===== config.mk =====
export PLATFORM = sky130hd
export DESIGN_NAME = dac_clear_and_code_mapping
export DESIGN_NICKNAME = d
export VERILOG_FILES = /design/src/dac_pkg.sv /design/src/channel_code_mapper.sv /design/src/dac_clear_and_code_mapping.sv
export SDC_FILE = /design/constraint.sdc
export NUM_CORES = 1
export LEC_CHECK = 0
export BUFFER_PORTS_ARGS = -buffer_cell sky130_fd_sc_hd__buf_2
export CAP_MARGIN = 40
export CORE_MARGIN = 1.5
export CORE_UTILIZATION = 54
export CTS_CLUSTER_DIAMETER = 50
export DETAILED_ROUTE_END_ITERATION = 12
export GPL_TIMING_DRIVEN = 0
export PLACE_DENSITY = 0.84
export REMOVE_ABC_BUFFERS = 1
export SYNTH_ARGS = -nofsm -noshare
export SYNTH_HDL_FRONTEND = slang
export SYNTH_SLANG_ARGS = --single-unit

===== constraint.sdc =====
create_clock -name aclk -period 2.84 [get_ports aclk]
set_input_delay 0.284 -clock aclk [delete_from_list [all_inputs] [get_ports aclk]]
set_output_delay 0.284 -clock aclk [all_outputs]
set_load 0.1 [all_outputs]

===== src/dac_pkg.sv =====
package dac_pkg;

  // converter shape
  localparam int NUM_CHANNELS = 2;
  localparam int CODE_WIDTH = 16;
  localparam int LEVEL_WIDTH = CODE_WIDTH + 1;
  localparam int GAIN_WIDTH = 10;
  localparam int RANGE_WIDTH = 3;

  // channel codes
  localparam logic [CODE_WIDTH-1:0] CODE_ZERO_SCALE = 16'h0000;
  localparam logic [CODE_WIDTH-1:0] CODE_MIDSCALE = 16'h8000;
  localparam logic [CODE_WIDTH-1:0] CODE_MSB_FLIP = 16'h8000;
  localparam logic [LEVEL_WIDTH-1:0] LEVEL_MID_OFFSET = 17'h08000;

  // output range codes
  localparam logic [RANGE_WIDTH-1:0] RANGE_UNI_5 = 3'h0;
  localparam logic [RANGE_WIDTH-1:0] RANGE_UNI_10 = 3'h1;
  localparam logic [RANGE_WIDTH-1:0] RANGE_UNI_10P8 = 3'h2;
  localparam logic [RANGE_WIDTH-1:0] RANGE_BI_5 = 3'h3;
  localparam logic [RANGE_WIDTH-1:0] RANGE_BI_10 = 3'h4;
  localparam logic [RANGE_WIDTH-1:0] RANGE_BI_10P8 = 3'h5;

  // internal gain, hundredths
  localparam logic [GAIN_WIDTH-1:0] GAIN_UNI_5 = 10'h0C8;
  localparam logic [GAIN_WIDTH-1:0] GAIN_UNI_10 = 10'h190;
  localparam logic [GAIN_WIDTH-1:0] GAIN_UNI_10P8 = 10'h1B0;
  localparam logic [GAIN_WIDTH-1:0] GAIN_BI_5 = 10'h190;
  localparam logic [GAIN_WIDTH-1:0] GAIN_BI_10 = 10'h320;
  localparam logic [GAIN_WIDTH-1:0] GAIN_BI_10P8 = 10'h360;

  // command word fields
  localparam int CMD_WIDTH = 24;
  localparam logic [2:0] REG_DAC = 3'h0;
  localparam logic [2:0] REG_RANGE = 3'h1;
  localparam logic [2:0] REG_POWER = 3'h2;
  localparam logic [2:0] REG_CONTROL = 3'h3;
  localparam logic [2:0] ADDR_CH_A = 3'h0;
  localparam logic [2:0] ADDR_CH_B = 3'h2;
  localparam logic [2:0] ADDR_CH_ALL = 3'h4;
  localparam logic [2:0] CTRL_CONFIG = 3'h1;
  localparam logic [2:0] CTRL_CLEAR = 3'h4;
  localparam int CLEAR_SELECT_BIT = 2;
  localparam int POWER_CH_STRIDE = 2;
  localparam int POWER_REF_BIT = 4;

  // bus register map, byte addresses
  localparam int AXI_ADDR_WIDTH = 8;
  localparam logic [AXI_ADDR_WIDTH-1:0] OFFSET_COMMAND = 8'h00;
  localparam logic [AXI_ADDR_WIDTH-1:0] OFFSET_READBACK = 8'h04;
  localparam logic [AXI_ADDR_WIDTH-1:0] OFFSET_STATUS = 8'h08;
  localparam logic [AXI_ADDR_WIDTH-1:0] OFFSET_LEVEL_A = 8'h0C;
  localparam logic [AXI_ADDR_WIDTH-1:0] OFFSET_LEVEL_B = 8'h10;
  localparam logic [1:0] RESP_OKAY = 2'h0;
  localparam logic [1:0] RESP_SLVERR = 2'h2;

  // status and level word layout
  localparam int STATUS_CLEAR_PIN_BIT = 0;
  localparam int STATUS_CLEAR_SELECT_BIT = 1;
  localparam int STATUS_REF_BIT = 2;
  localparam int STATUS_POWER_LSB = 4;
  localparam int STATUS_RANGE_LSB = 8;
  localparam int STATUS_RANGE_STRIDE = 4;
  localparam int LEVEL_GAIN_LSB = 20;

  typedef struct packed {
    logic rw;
    logic spare;
    logic [2:0] reg_select;
    logic [2:0] channel_address;
    logic [CODE_WIDTH-1:0] data;
  } command_type;

  typedef struct packed {
    logic [CODE_WIDTH-1:0] code;
    logic signed [LEVEL_WIDTH-1:0] level;
    logic [GAIN_WIDTH-1:0] gain_x100;
  } channel_out_type;

endpackage : dac_pkg


===== src/channel_code_mapper.sv =====
`timescale 1ns/1ns
module channel_code_mapper
  import dac_pkg::*;
(
  input wire logic aclk,
  input wire logic aresetn,
  input wire logic [CODE_WIDTH-1:0] code,
  input wire logic [RANGE_WIDTH-1:0] range,
  input wire logic twos_complement,
  output channel_out_type mapped
);

  logic bipolar;
  logic [CODE_WIDTH-1:0] offset_code;
  logic [LEVEL_WIDTH-1:0] next_level;
  logic [GAIN_WIDTH-1:0] next_gain;

  // unipolar straight binary
  // bipolar coding by pin
  assign bipolar = (range == RANGE_BI_5) || (range == RANGE_BI_10) || (range == RANGE_BI_10P8);
  assign offset_code = (bipolar && twos_complement) ? (code ^ CODE_MSB_FLIP) : code;

  // level in steps
  // bipolar subtracts half scale so midcode lands on zero volts
  assign next_level = bipolar ? ({1'b0, offset_code} - LEVEL_MID_OFFSET) : {1'b0, offset_code};

  // gain per range
  always_comb begin
    unique case (range)
      RANGE_UNI_5: next_gain = GAIN_UNI_5;
      RANGE_UNI_10: next_gain = GAIN_UNI_10;
      RANGE_UNI_10P8: next_gain = GAIN_UNI_10P8;
      RANGE_BI_5: next_gain = GAIN_BI_5;
      RANGE_BI_10: next_gain = GAIN_BI_10;
      RANGE_BI_10P8: next_gain = GAIN_BI_10P8;
      default: next_gain = GAIN_UNI_5; // codes 6 and 7 fall back to the reset range
    endcase
  end

  // registered so the outputs never glitch on a range change
  always_ff @(posedge aclk) begin
    if (!aresetn) begin
      // reset shows the 5 V unipolar gain, matching the reset range
      mapped <= '{code: CODE_ZERO_SCALE, level: '0, gain_x100: GAIN_UNI_5};
    end else begin
      mapped.code <= code;
      mapped.level <= next_level;
      mapped.gain_x100 <= next_gain;
    end
  end

endmodule : channel_code_mapper


===== src/dac_clear_and_code_mapping.sv =====
`timescale 1ns/1ns
// Operation
// clear pin low forces every channel to zero-scale or midscale clear code.
// after clear pin release, channels hold the cleared code until reprogrammed.
// no channel takes a new value while the clear pin stays low.
// the clear command performs the same clear without the pin.
// reset zeroes every register; channels and reference start powered down.
// reset range value selects the 5 V unipolar range.
// host should first program the output range of all channels.
// host should then power up needed channels and the reference.
// data writes to a powered-down channel are discarded.
// with an external reference the host keeps the reference powered down.
// unipolar ranges read the code as straight binary.
// bipolar ranges use offset binary or twos complement per coding pin.
// gain is 2, 4, 4.32, 4, 8 or 8.64 by range.
// unipolar output is reference times gain times code over full scale.
// bipolar output subtracts half of gain times reference.
// offset binary maps 0x8000 to zero volts.
// twos complement maps zero code to zero volts.
// command word is rw, three select, three address, sixteen data bits.
// any clear loads the clear code into both data registers.
module dac_clear_and_code_mapping
  import dac_pkg::*;
(
  input wire logic aclk,
  input wire logic aresetn,
  input wire logic [AXI_ADDR_WIDTH-1:0] awaddr,
  input wire logic [2:0] awprot,
  input wire logic awvalid,
  output logic awready,
  input wire logic [31:0] wdata,
  input wire logic [3:0] wstrb,
  input wire logic wvalid,
  output logic wready,
  output logic [1:0] bresp,
  output logic bvalid,
  input wire logic bready,
  input wire logic [AXI_ADDR_WIDTH-1:0] araddr,
  input wire logic [2:0] arprot,
  input wire logic arvalid,
  output logic arready,
  output logic [31:0] rdata,
  output logic [1:0] rresp,
  output logic rvalid,
  input wire logic rready,
  input wire logic output_clear_n,
  input wire logic bipolar_coding_select_pin,
  output channel_out_type channel_out [NUM_CHANNELS],
  output logic [NUM_CHANNELS-1:0] channel_powered,
  output logic reference_powered
);

  // write channel holding state
  logic aw_held;
  logic w_held;
  logic [AXI_ADDR_WIDTH-1:0] aw_addr;
  logic [31:0] w_data;
  logic [3:0] w_strb;
  logic write_fire;
  logic write_hits_command;

  // command path
  logic [CMD_WIDTH-1:0] command_word;
  logic [CMD_WIDTH-1:0] next_command;
  logic command_go;
  command_type cmd;

  // synchronisers for the pins
  logic clear_meta;
  logic clear_pin_n;
  logic coding_meta;
  logic coding_twos;

  // control state
  logic clear_code_select;
  logic clear_command;
  logic clear_active;
  logic [RANGE_WIDTH-1:0] range [NUM_CHANNELS];
  logic [CODE_WIDTH-1:0] dac_code [NUM_CHANNELS];
  logic [CODE_WIDTH-1:0] readback;
  logic [CODE_WIDTH-1:0] next_readback;
  logic [31:0] read_word;
  logic read_ok;
  logic read_channel;

  // protection bits are accepted and ignored
  logic unused_prot;
  assign unused_prot = ^{awprot, arprot};

  // fields of the held command word, in the serial word's bit order
  assign cmd = command_type'(command_word);

  // two flip-flops before any logic sees the pins
  // a pin pulse shorter than one clock period can be missed entirely
  always_ff @(posedge aclk) begin
    if (!aresetn) begin
      clear_meta <= 1'b1;
      clear_pin_n <= 1'b1;
      coding_meta <= 1'b0;
      coding_twos <= 1'b0;
    end else begin
      clear_meta <= output_clear_n;
      clear_pin_n <= clear_meta;
      coding_meta <= bipolar_coding_select_pin;
      coding_twos <= coding_meta;
    end
  end

  // address and data are each taken once and held until the write runs
  assign awready = !aw_held;
  assign wready = !w_held;
  assign write_fire = aw_held && w_held && !bvalid;
  assign write_hits_command = (aw_addr == OFFSET_COMMAND);

  always_ff @(posedge aclk) begin
    if (!aresetn) begin
      aw_held <= 1'b0;
      aw_addr <= '0;
    end else if (awvalid && !aw_held) begin
      aw_held <= 1'b1;
      aw_addr <= awaddr;
    end else if (write_fire) begin
      aw_held <= 1'b0;
    end
  end

  always_ff @(posedge aclk) begin
    if (!aresetn) begin
      w_held <= 1'b0;
      w_data <= '0;
      w_strb <= '0;
    end else if (wvalid && !w_held) begin
      w_held <= 1'b1;
      w_data <= wdata;
      w_strb <= wstrb;
    end else if (write_fire) begin
      w_held <= 1'b0;
    end
  end

  // only the command word is writable; everything else answers with an error
  always_ff @(posedge aclk) begin
    if (!aresetn) begin
      bvalid <= 1'b0;
      bresp <= RESP_OKAY;
    end else if (write_fire) begin
      bvalid <= 1'b1;
      bresp <= write_hits_command ? RESP_OKAY : RESP_SLVERR;
    end else if (bready) begin
      bvalid <= 1'b0;
    end
  end

  // byte lanes merge into the held command; the top lane is outside the word
  always_comb begin
    next_command = command_word;
    for (int b = 0; b < CMD_WIDTH / 8; b++) begin
      if (w_strb[b]) begin
        next_command[b*8 +: 8] = w_data[b*8 +: 8];
      end
    end
  end

  // command word capture
  always_ff @(posedge aclk) begin
    if (!aresetn) begin
      command_word <= '0;
      command_go <= 1'b0;
    end else begin
      command_go <= write_fire && write_hits_command;
      if (write_fire && write_hits_command) begin
        command_word <= next_command;
      end
    end
  end

  // clear command decode
  assign clear_command = command_go && !cmd.rw && (cmd.reg_select == REG_CONTROL)
    && (cmd.channel_address == CTRL_CLEAR);
  // the command pulse lasts one cycle; the pin clears every cycle it is low
  // pin or command clears
  assign clear_active = !clear_pin_n || clear_command;

  // clear select resets to zero-scale
  always_ff @(posedge aclk) begin
    if (!aresetn) begin
      clear_code_select <= 1'b0;
    end else if (command_go && !cmd.rw && (cmd.reg_select == REG_CONTROL)
        && (cmd.channel_address == CTRL_CONFIG)) begin
      clear_code_select <= cmd.data[CLEAR_SELECT_BIT];
    end
  end

  // reference starts powered down
  // stays down unless software raises it
  always_ff @(posedge aclk) begin
    if (!aresetn) begin
      reference_powered <= 1'b0;
    end else if (command_go && !cmd.rw && (cmd.reg_select == REG_POWER)) begin
      reference_powered <= cmd.data[POWER_REF_BIT];
    end
  end

  // one slice per channel: range, power, data register and mapper
  genvar ch;
  generate
    for (ch = 0; ch < NUM_CHANNELS; ch++) begin : g_channel
      logic hit;
      logic bipolar;
      logic [CODE_WIDTH-1:0] clear_code;

      assign hit = (cmd.channel_address == ADDR_CH_ALL)
        || (cmd.channel_address == ((ch == 0) ? ADDR_CH_A : ADDR_CH_B));
      // same bipolar test as the mapper; both must follow the range table
      assign bipolar = (range[ch] == RANGE_BI_5) || (range[ch] == RANGE_BI_10)
        || (range[ch] == RANGE_BI_10P8);
      // twos complement puts zero-scale and midscale at msb-flipped codes
      assign clear_code = (clear_code_select ? CODE_MIDSCALE : CODE_ZERO_SCALE)
        ^ ((bipolar && coding_twos) ? CODE_MSB_FLIP : CODE_ZERO_SCALE);

      // reset range is 5 V unipolar
      always_ff @(posedge aclk) begin
        if (!aresetn) begin
          range[ch] <= RANGE_UNI_5;
        end else if (command_go && !cmd.rw && (cmd.reg_select == REG_RANGE) && hit) begin
          range[ch] <= cmd.data[RANGE_WIDTH-1:0];
        end
      end

      // channels start powered down
      always_ff @(posedge aclk) begin
        if (!aresetn) begin
          channel_powered[ch] <= 1'b0;
        end else if (command_go && !cmd.rw && (cmd.reg_select == REG_POWER)) begin
          channel_powered[ch] <= cmd.data[ch * POWER_CH_STRIDE];
        end
      end

      // clear loads data register
      // clear wins over any write
      // cleared code held afterwards
      // powered-down writes dropped
      always_ff @(posedge aclk) begin
        if (!aresetn) begin
          dac_code[ch] <= CODE_ZERO_SCALE;
        end else if (clear_active) begin
          dac_code[ch] <= clear_code;
        end else if (command_go && !cmd.rw && (cmd.reg_select == REG_DAC) && hit
            && channel_powered[ch]) begin
          dac_code[ch] <= cmd.data;
        end
      end

      channel_code_mapper u_mapper (
        .aclk(aclk),
        .aresetn(aresetn),
        .code(dac_code[ch]),
        .range(range[ch]),
        .twos_complement(coding_twos),
        .mapped(channel_out[ch])
      );
    end
  endgenerate

  // a read command selects which internal register lands in readback
  assign read_channel = (cmd.channel_address == ADDR_CH_B);

  always_comb begin
    next_readback = readback;
    unique case (cmd.reg_select)
      REG_DAC: next_readback = dac_code[read_channel];
      REG_RANGE: next_readback = {{(CODE_WIDTH-RANGE_WIDTH){1'b0}}, range[read_channel]};
      REG_POWER: begin
        next_readback = '0;
        next_readback[POWER_REF_BIT] = reference_powered;
        for (int c = 0; c < NUM_CHANNELS; c++) begin
          next_readback[c * POWER_CH_STRIDE] = channel_powered[c];
        end
      end
      REG_CONTROL: begin
        next_readback = '0;
        next_readback[CLEAR_SELECT_BIT] = clear_code_select;
      end
      default: next_readback = '0; // unassigned selects read as zero
    endcase
  end

  // readback moves only on a read command, so later writes leave it alone
  always_ff @(posedge aclk) begin
    if (!aresetn) begin
      readback <= '0;
    end else if (command_go && cmd.rw) begin
      readback <= next_readback;
    end
  end

  // read address decode
  always_comb begin
    read_word = '0;
    read_ok = 1'b1;
    unique case (araddr)
      OFFSET_COMMAND: read_word[CMD_WIDTH-1:0] = command_word;
      OFFSET_READBACK: read_word[CODE_WIDTH-1:0] = readback;
      OFFSET_STATUS: begin
        read_word[STATUS_CLEAR_PIN_BIT] = !clear_pin_n;
        read_word[STATUS_CLEAR_SELECT_BIT] = clear_code_select;
        read_word[STATUS_REF_BIT] = reference_powered;
        read_word[STATUS_POWER_LSB +: NUM_CHANNELS] = channel_powered;
        for (int c = 0; c < NUM_CHANNELS; c++) begin
          read_word[STATUS_RANGE_LSB + c * STATUS_RANGE_STRIDE +: RANGE_WIDTH] = range[c];
        end
      end
      OFFSET_LEVEL_A: begin
        read_word[LEVEL_WIDTH-1:0] = channel_out[0].level;
        read_word[LEVEL_GAIN_LSB +: GAIN_WIDTH] = channel_out[0].gain_x100;
      end
      OFFSET_LEVEL_B: begin
        read_word[LEVEL_WIDTH-1:0] = channel_out[1].level;
        read_word[LEVEL_GAIN_LSB +: GAIN_WIDTH] = channel_out[1].gain_x100;
      end
      default: read_ok = 1'b0;
    endcase
  end

  // one read in flight; a new address waits until the answer is taken
  assign arready = !rvalid;

  // data is captured with the address and stands until rready
  always_ff @(posedge aclk) begin
    if (!aresetn) begin
      rvalid <= 1'b0;
      rdata <= '0;
      rresp <= RESP_OKAY;
    end else if (arvalid && !rvalid) begin
      rvalid <= 1'b1;
      rdata <= read_word;
      rresp <= read_ok ? RESP_OKAY : RESP_SLVERR;
    end else if (rready) begin
      rvalid <= 1'b0;
    end
  end

endmodule : dac_clear_and_code_mapping


# Word-level counts from Yosys, hierarchy flattened
# Memory sizes are Yosys's and may differ from the RTL's.
# Cells that the tools add are included.
# Widths: inputs -> output; s select.
dict set report word_totals {
  ramBits 38
  elab_cells 172
  n_memories 2
  in_bits 67
  register_bits 208
}
# memory depth width rd rd_clocked_by_memory_dff wr line
set memory_table {}
lappend memory_table {dac_code 2 16 3 0 2 dac_clear_and_code_mapping.sv:79} ;# logic [CODE_WIDTH-1:0] dac_code [NUM_CHANNELS];
lappend memory_table {range 2 3 3 0 2 dac_clear_and_code_mapping.sv:78} ;# logic [RANGE_WIDTH-1:0] range [NUM_CHANNELS];
dict set report classes {
  muxes 56
  n_eq_ne 20
  addsub 2
  bitwise_logic 10
  n_reduce_logical 51
}
# op count
set op_table {}
lappend op_table {{$mux 16} 11}
lappend op_table {{$pmux 10 s4} 2}
lappend op_table {{$pmux 16 s4} 1}
lappend op_table {{$pmux 3 s5} 3}
lappend op_table {{$sub 16x16->17 const B} 2}
lappend op_table {{$xor 16x16->16} 2}
lappend op_table {{$mux 1} 26}
lappend op_table {{$logic_and 1x1->1} 22}
lappend op_table {{$eq 3x2->1 const B} 7}
lappend op_table {{$eq 8x4->1 const B} 2}
lappend op_table {{$logic_not 8->1} 2}
lappend op_table {{$eq 3x3->1 const B} 5}
lappend op_table {{$eq 3x1->1 const B} 4}
lappend op_table {{$pmux 1 s4} 3}
lappend op_table {{$pmux 4 s3} 1}
lappend op_table {{$pmux 6 s2} 1}
lappend op_table {{$pmux 2 s5} 1}
lappend op_table {{$reduce_and 2->1} 5}
lappend op_table {{$mux 3} 3}
lappend op_table {{$eq 8x3->1 const B} 1}
lappend op_table {{$eq 8x5->1 const B} 1}
lappend op_table {{$pmux 2 s4} 1}
lappend op_table {{$reduce_bool 2->1} 4}
lappend op_table {{$logic_or 1x1->1} 7}
lappend op_table {{8 further kinds} 22}

# Logic depth before layout (Yosys ltp)
dict set report depth {
  depth_word 10
  mapped_depth 7
  mapped_depth_nobuf 4
}

# Cells and area by module
# Synthesis repeated with hierarchy kept, for this count alone.
dict set report hier_totals {
  cells_unflattened 900
  hier_area_um2 8797.2
}
# module area_each_um2 seq_area_each_um2 instances cells_each
set modules_own_cells {}
lappend modules_own_cells {dac_clear_and_code_mapping 7028.0 3543.4 1 732}
lappend modules_own_cells {channel_code_mapper 884.6 500.5 2 84}

# Least setup slack after synthesis
# OpenSTA, ideal clock, no wires.
dict set report synth_path {
  path_kind {reg-to-reg}
  start {register channel_powered[1]}
  end {memory dac_code[1][0], enable pin}
  t_required_ns 2.429
  period_less_slack_ns 2.935
  setup_slack_ns -0.095
  stages_incl_launch_ff 3
  arrival_ns 2.524
  path_cell_list {dfxtp_1 -> nand3_1 -> o21ai_0}
}
# element line
set synth_rtl {}
lappend synth_rtl {{start, declared} dac_clear_and_code_mapping.sv:49} ;# output logic [NUM_CHANNELS-1:0] channel_powered,
lappend synth_rtl {{start signal, assigned by index} dac_clear_and_code_mapping.sv:235} ;# channel_powered[ch] <= cmd.data[ch * POWER_CH_STRIDE];
lappend synth_rtl {{end, declared} dac_clear_and_code_mapping.sv:79}

==> impl_metrics.py <==
metrics = {
    "outcome": {
        "status": "finished clean",
    },
    "synthesis": {
        "synth_area_um2": 8640,
        "synth.yosys.seq_area_share": 0.526,
        "postSynthCellCount": 840,
        "yosysUniqueCellTypes": 53,
        "synth_area_leaders": "dfxtp_1 (39%), edfxtp_1 (13%), and2_1 (6.6%), nand2_1 (5.0%), buf_4 (3.7%)",
        "synth.most_common_cell": "dfxtp_1",
        "synthFlopType": "dfxtp_1",
        "syn_avg_cell_area_um2": 10.3,
        "synth_area_leader_cell": "dfxtp_1",
        "async_flop_share": 0,
        "yosysWarnings": 0,
        "synthDominantCellAreaShare": 0.394,
        "synth_edf_count": 38,
        "synth_common_cells": "dfxtp_1 (170), nand2_1 (116), and2_1 (91)",
        "ys_seq_elements": 208,
    },
    "sta": {
        "tightest_slew_ns": 0.834,
        "hold_viol_final": 0,
        "fin_crit_ns": 2.29,
        "worst_hold_slack_ns": 0.0185,
        "finalClockSkew_ns": 0.0170,
        "fmax_ghz": 0.437,
        "maxSlewHeadroom": 0.442,
        "setup_viol": 0,
        "min_period_over_period": 0.806,
        "rsz0062_at_grt": "false",
        "tns_ns": 0,
        "finalMaxSlewViolations": 0,
    },
    "pwr": {
        "p_sw_frac": 0.273,
        "switchingPower_mw": 1.79,
        "p_comb_frac": 0.129,
        "peakVddDrop_v": 0.000433,
        "p_seq_frac": 0.483,
        "power_density_nw_per_um2": 651,
        "power.leakage_nw": 4.11,
        "p_int_mw": 4.77,
        "clkPwrFrac": 0.388,
    },
    "setup_path": {
        "crit_chain": "and4bb_1 > nand4_1 > nor2b_1 > nand2_1",
        "cp_max_fo": 16,
        "cp_num_buf_inv": 0,
        "critPathTopFamily": "simple AND/OR/NAND/NOR gates",
        "reg2reg_slack_ns": 0.55,
        "r2r-start": "cmd[19]",
        "cp_slowest_stage_delay_ns": 0.63,
        "reg2reg_depth": 4,
        "slowest_stage": "dfxtp_1",
        "startpoint_type": "flop",
        "cp_data_required_time_ns": 2.95,
        "worstPathArrival_ns": 2.40,
        "crit_type": "flop to flop",
        "end_kind": "flop",
        "r2r_end": "dac_code[0][13]",
    },
    "grt": {
        "grt_pass1_vias": 6034,
        "grt_usage": 0.236,
        "grt_remaining_overflow": 0,
        "antenna_found_initial": 0,
        "grt_pass1_wl_um": 30900,
        "grt_max_degree": 92,
    },
    "drt": {
        "first_iter_violations": 357,
        "avgRoutedWirePerCell_um": 16.6,
        "viasPerCell": 5.34,
        "wl_um": 19800,
        "dr_total_vias": 6364,
        "ant_nets": 0,
        "drc_errors": 0,
        "first_pass_iters": 5,
    },
    "clocking": {
        "cts.clk_slew.worst_paths_ns": 0.06,
        "clk-insertion-delay-late_ns": 0.49,
        "cts_made_buffers": 21,
        "clockBufferDepth": 3,
        "cts-resized-gates": 0,
        "h-tree-depth": 1,
        "cts_tree": "yes",
        "clkSinkCount": 208,
        "clockRootBuffer": "clkbuf_16",
    },
    "hold_path": {
        "hold_start": "awvalid",
        "hold_path.class": "input pin to flop",
        "min_to": "aw_held",
        "whs_path_depth": 3,
    },
    "placed_design": {
        "dpl_cell_area_um2": 9430,
        "placed_cells": 1155,
        "numPortBuffers": 171,
        "gpl.final_weighted_congestion": 0.885,
        "dp_hpwl_um": 13700,
    },
    "die": {
        "die_h_um": 129,
        "pin_count": 197,
        "initial_core_util": 0.548,
        "dieArea_um2": 16800,
        "die_x_um": 129,
        "coreArea_um2": 15800,
        "placementRows": 46,
    },
    "final_layout": {
        "nets": 1031,
        "fin_util": 0.639,
        "syn2layout_area_growth_pct": 16.7,
        "instances_no_fill": 1192,
        "num_antenna_cells": 0,
        "drive_above_1_share": 0.243,
        "finalInstanceArea_um2": 10100,
    },
    "job": {
        "max_cap_violations": 0,
    },
}
[what timing repair did]
| action | CTS | global route |
|---|---|---|
| buffers inserted | 0 | 0 |
| endpoints found under the hold margin | 2 | 0 |
| hold buffers | 2 | 0 |
[sequential cells by signal, summed over array words and instances, names as in the netlist, 2 cells and up]
| name | cells |
|---|---|
| g_channel.u_mapper.mapped | 50 |
| dac_code | 32 |
| rdata | 30 |
| cmd | 24 |
| w_data | 24 |
| readback | 16 |
| aw_addr | 8 |
| range | 6 |
| w_strb | 3 |
| channel_powered | 2 |
[worst max-delay path by stage]
stage | startpoint | depth (start not counted) | slack [ns] | end
after floorplan | cmd[17] | 4 | -0.30 | readback[2]
after global placement | cmd[16] | 4 | -1.40 | readback[1]
after detailed placement | aresetn | 4 | 0.44 | dac_code[0][3]
after CTS | cmd[19] | 4 | 0.55 | dac_code[0][13]
after global routing | cmd[19] | 4 | 0.41 | dac_code[0][13]
final | cmd[19] | 4 | 0.55 | dac_code[0][13]
[power by group through the flow]
stage	Combinational, mW	Sequential [mW]	Clock, mW
after floorplan	0.262	3.60	0
after global placement	0.823	3.23	0
after detailed placement	0.844	3.23	0
after CTS	0.849	3.17	2.59
after global routing	0.891	3.18	2.71
final	0.845	3.17	2.55
[metrics by stage]
| stage | worst slack, ns | power [mW] |
|---|---|---|
| 3_5_place_dp | 0.440 | 4.07 |
| 4_1_cts | 0.548 | 6.61 |
| 5_1_grt | 0.412 | 6.78 |
| 3_3_place_gp | -1.40 | 4.05 |
| 6_report | 0.551 | 6.56 |
| 2_1_floorplan | -0.304 | 3.86 |
[layer usage]
metal  global-route usage  share of wire  vias to the layer above  routed length (um)
met5                    0              0                        -                   0
li1                     -              -                     3109                   -
met2                0.407           0.48                      269                9570
met4               0.0765          0.020                        0                 393
met3               0.0599          0.085                       35                1680
met1                0.290           0.41                     2951                8190
[worst min-delay path, cell delays in order]
cell,delay (ns)
buf_2,0.08
nor2_1,0.03
nor2_1,0.06
[cell families (layout without fill, tap and decap cells)]
| kind of cell | after synthesis | count (layout) | share of synthesized area |
|---|---|---|---|
| compound gates | 148 | 148 | 0.128 |
| other cells | 1 | 10 | 0.000434 |
| flops | 208 | 208 | 0.526 |
| mux | 45 | 45 | 0.0723 |
| simple gates | 328 | 328 | 0.201 |
| xor+xnor | 8 | 8 | 0.00811 |
| buf+inv | 102 | 229 | 0.0645 |
[placed cells by master (no fill, tap or decap), types with 6 or more instances in the layout]
master,n
o21ai_1,17
mux4_2,13
a22o_1,6
clkbuf_16,21
nand2_1,116
nand2b_1,6
mux2i_1,23
conb_1,10
mux2_2,8
clkbuf_1,8
buf_2,170
nand3_1,35
xnor2_1,6
nor2b_1,31
dfxtp_1,170
edfxtp_1,38
a22oi_1,23
a21boi_0,30
o21ai_0,9
inv_1,11
nor2_1,15
nor3b_1,6
o2bb2ai_1,12
nand4_1,7
and2_1,91
a21boi_1,25
[area by class of cell]
type,count,area (um^2)
repair buffers,183,1010
fillers,1330,5690
multi-input cells,539,3580
clock buffers,34,624
clock inverters,1,5.00
flip-flops and latches,208,4540
well taps,216,270
inverters,11,41.3
Note: power is estimated with default switching activity, not from simulation.
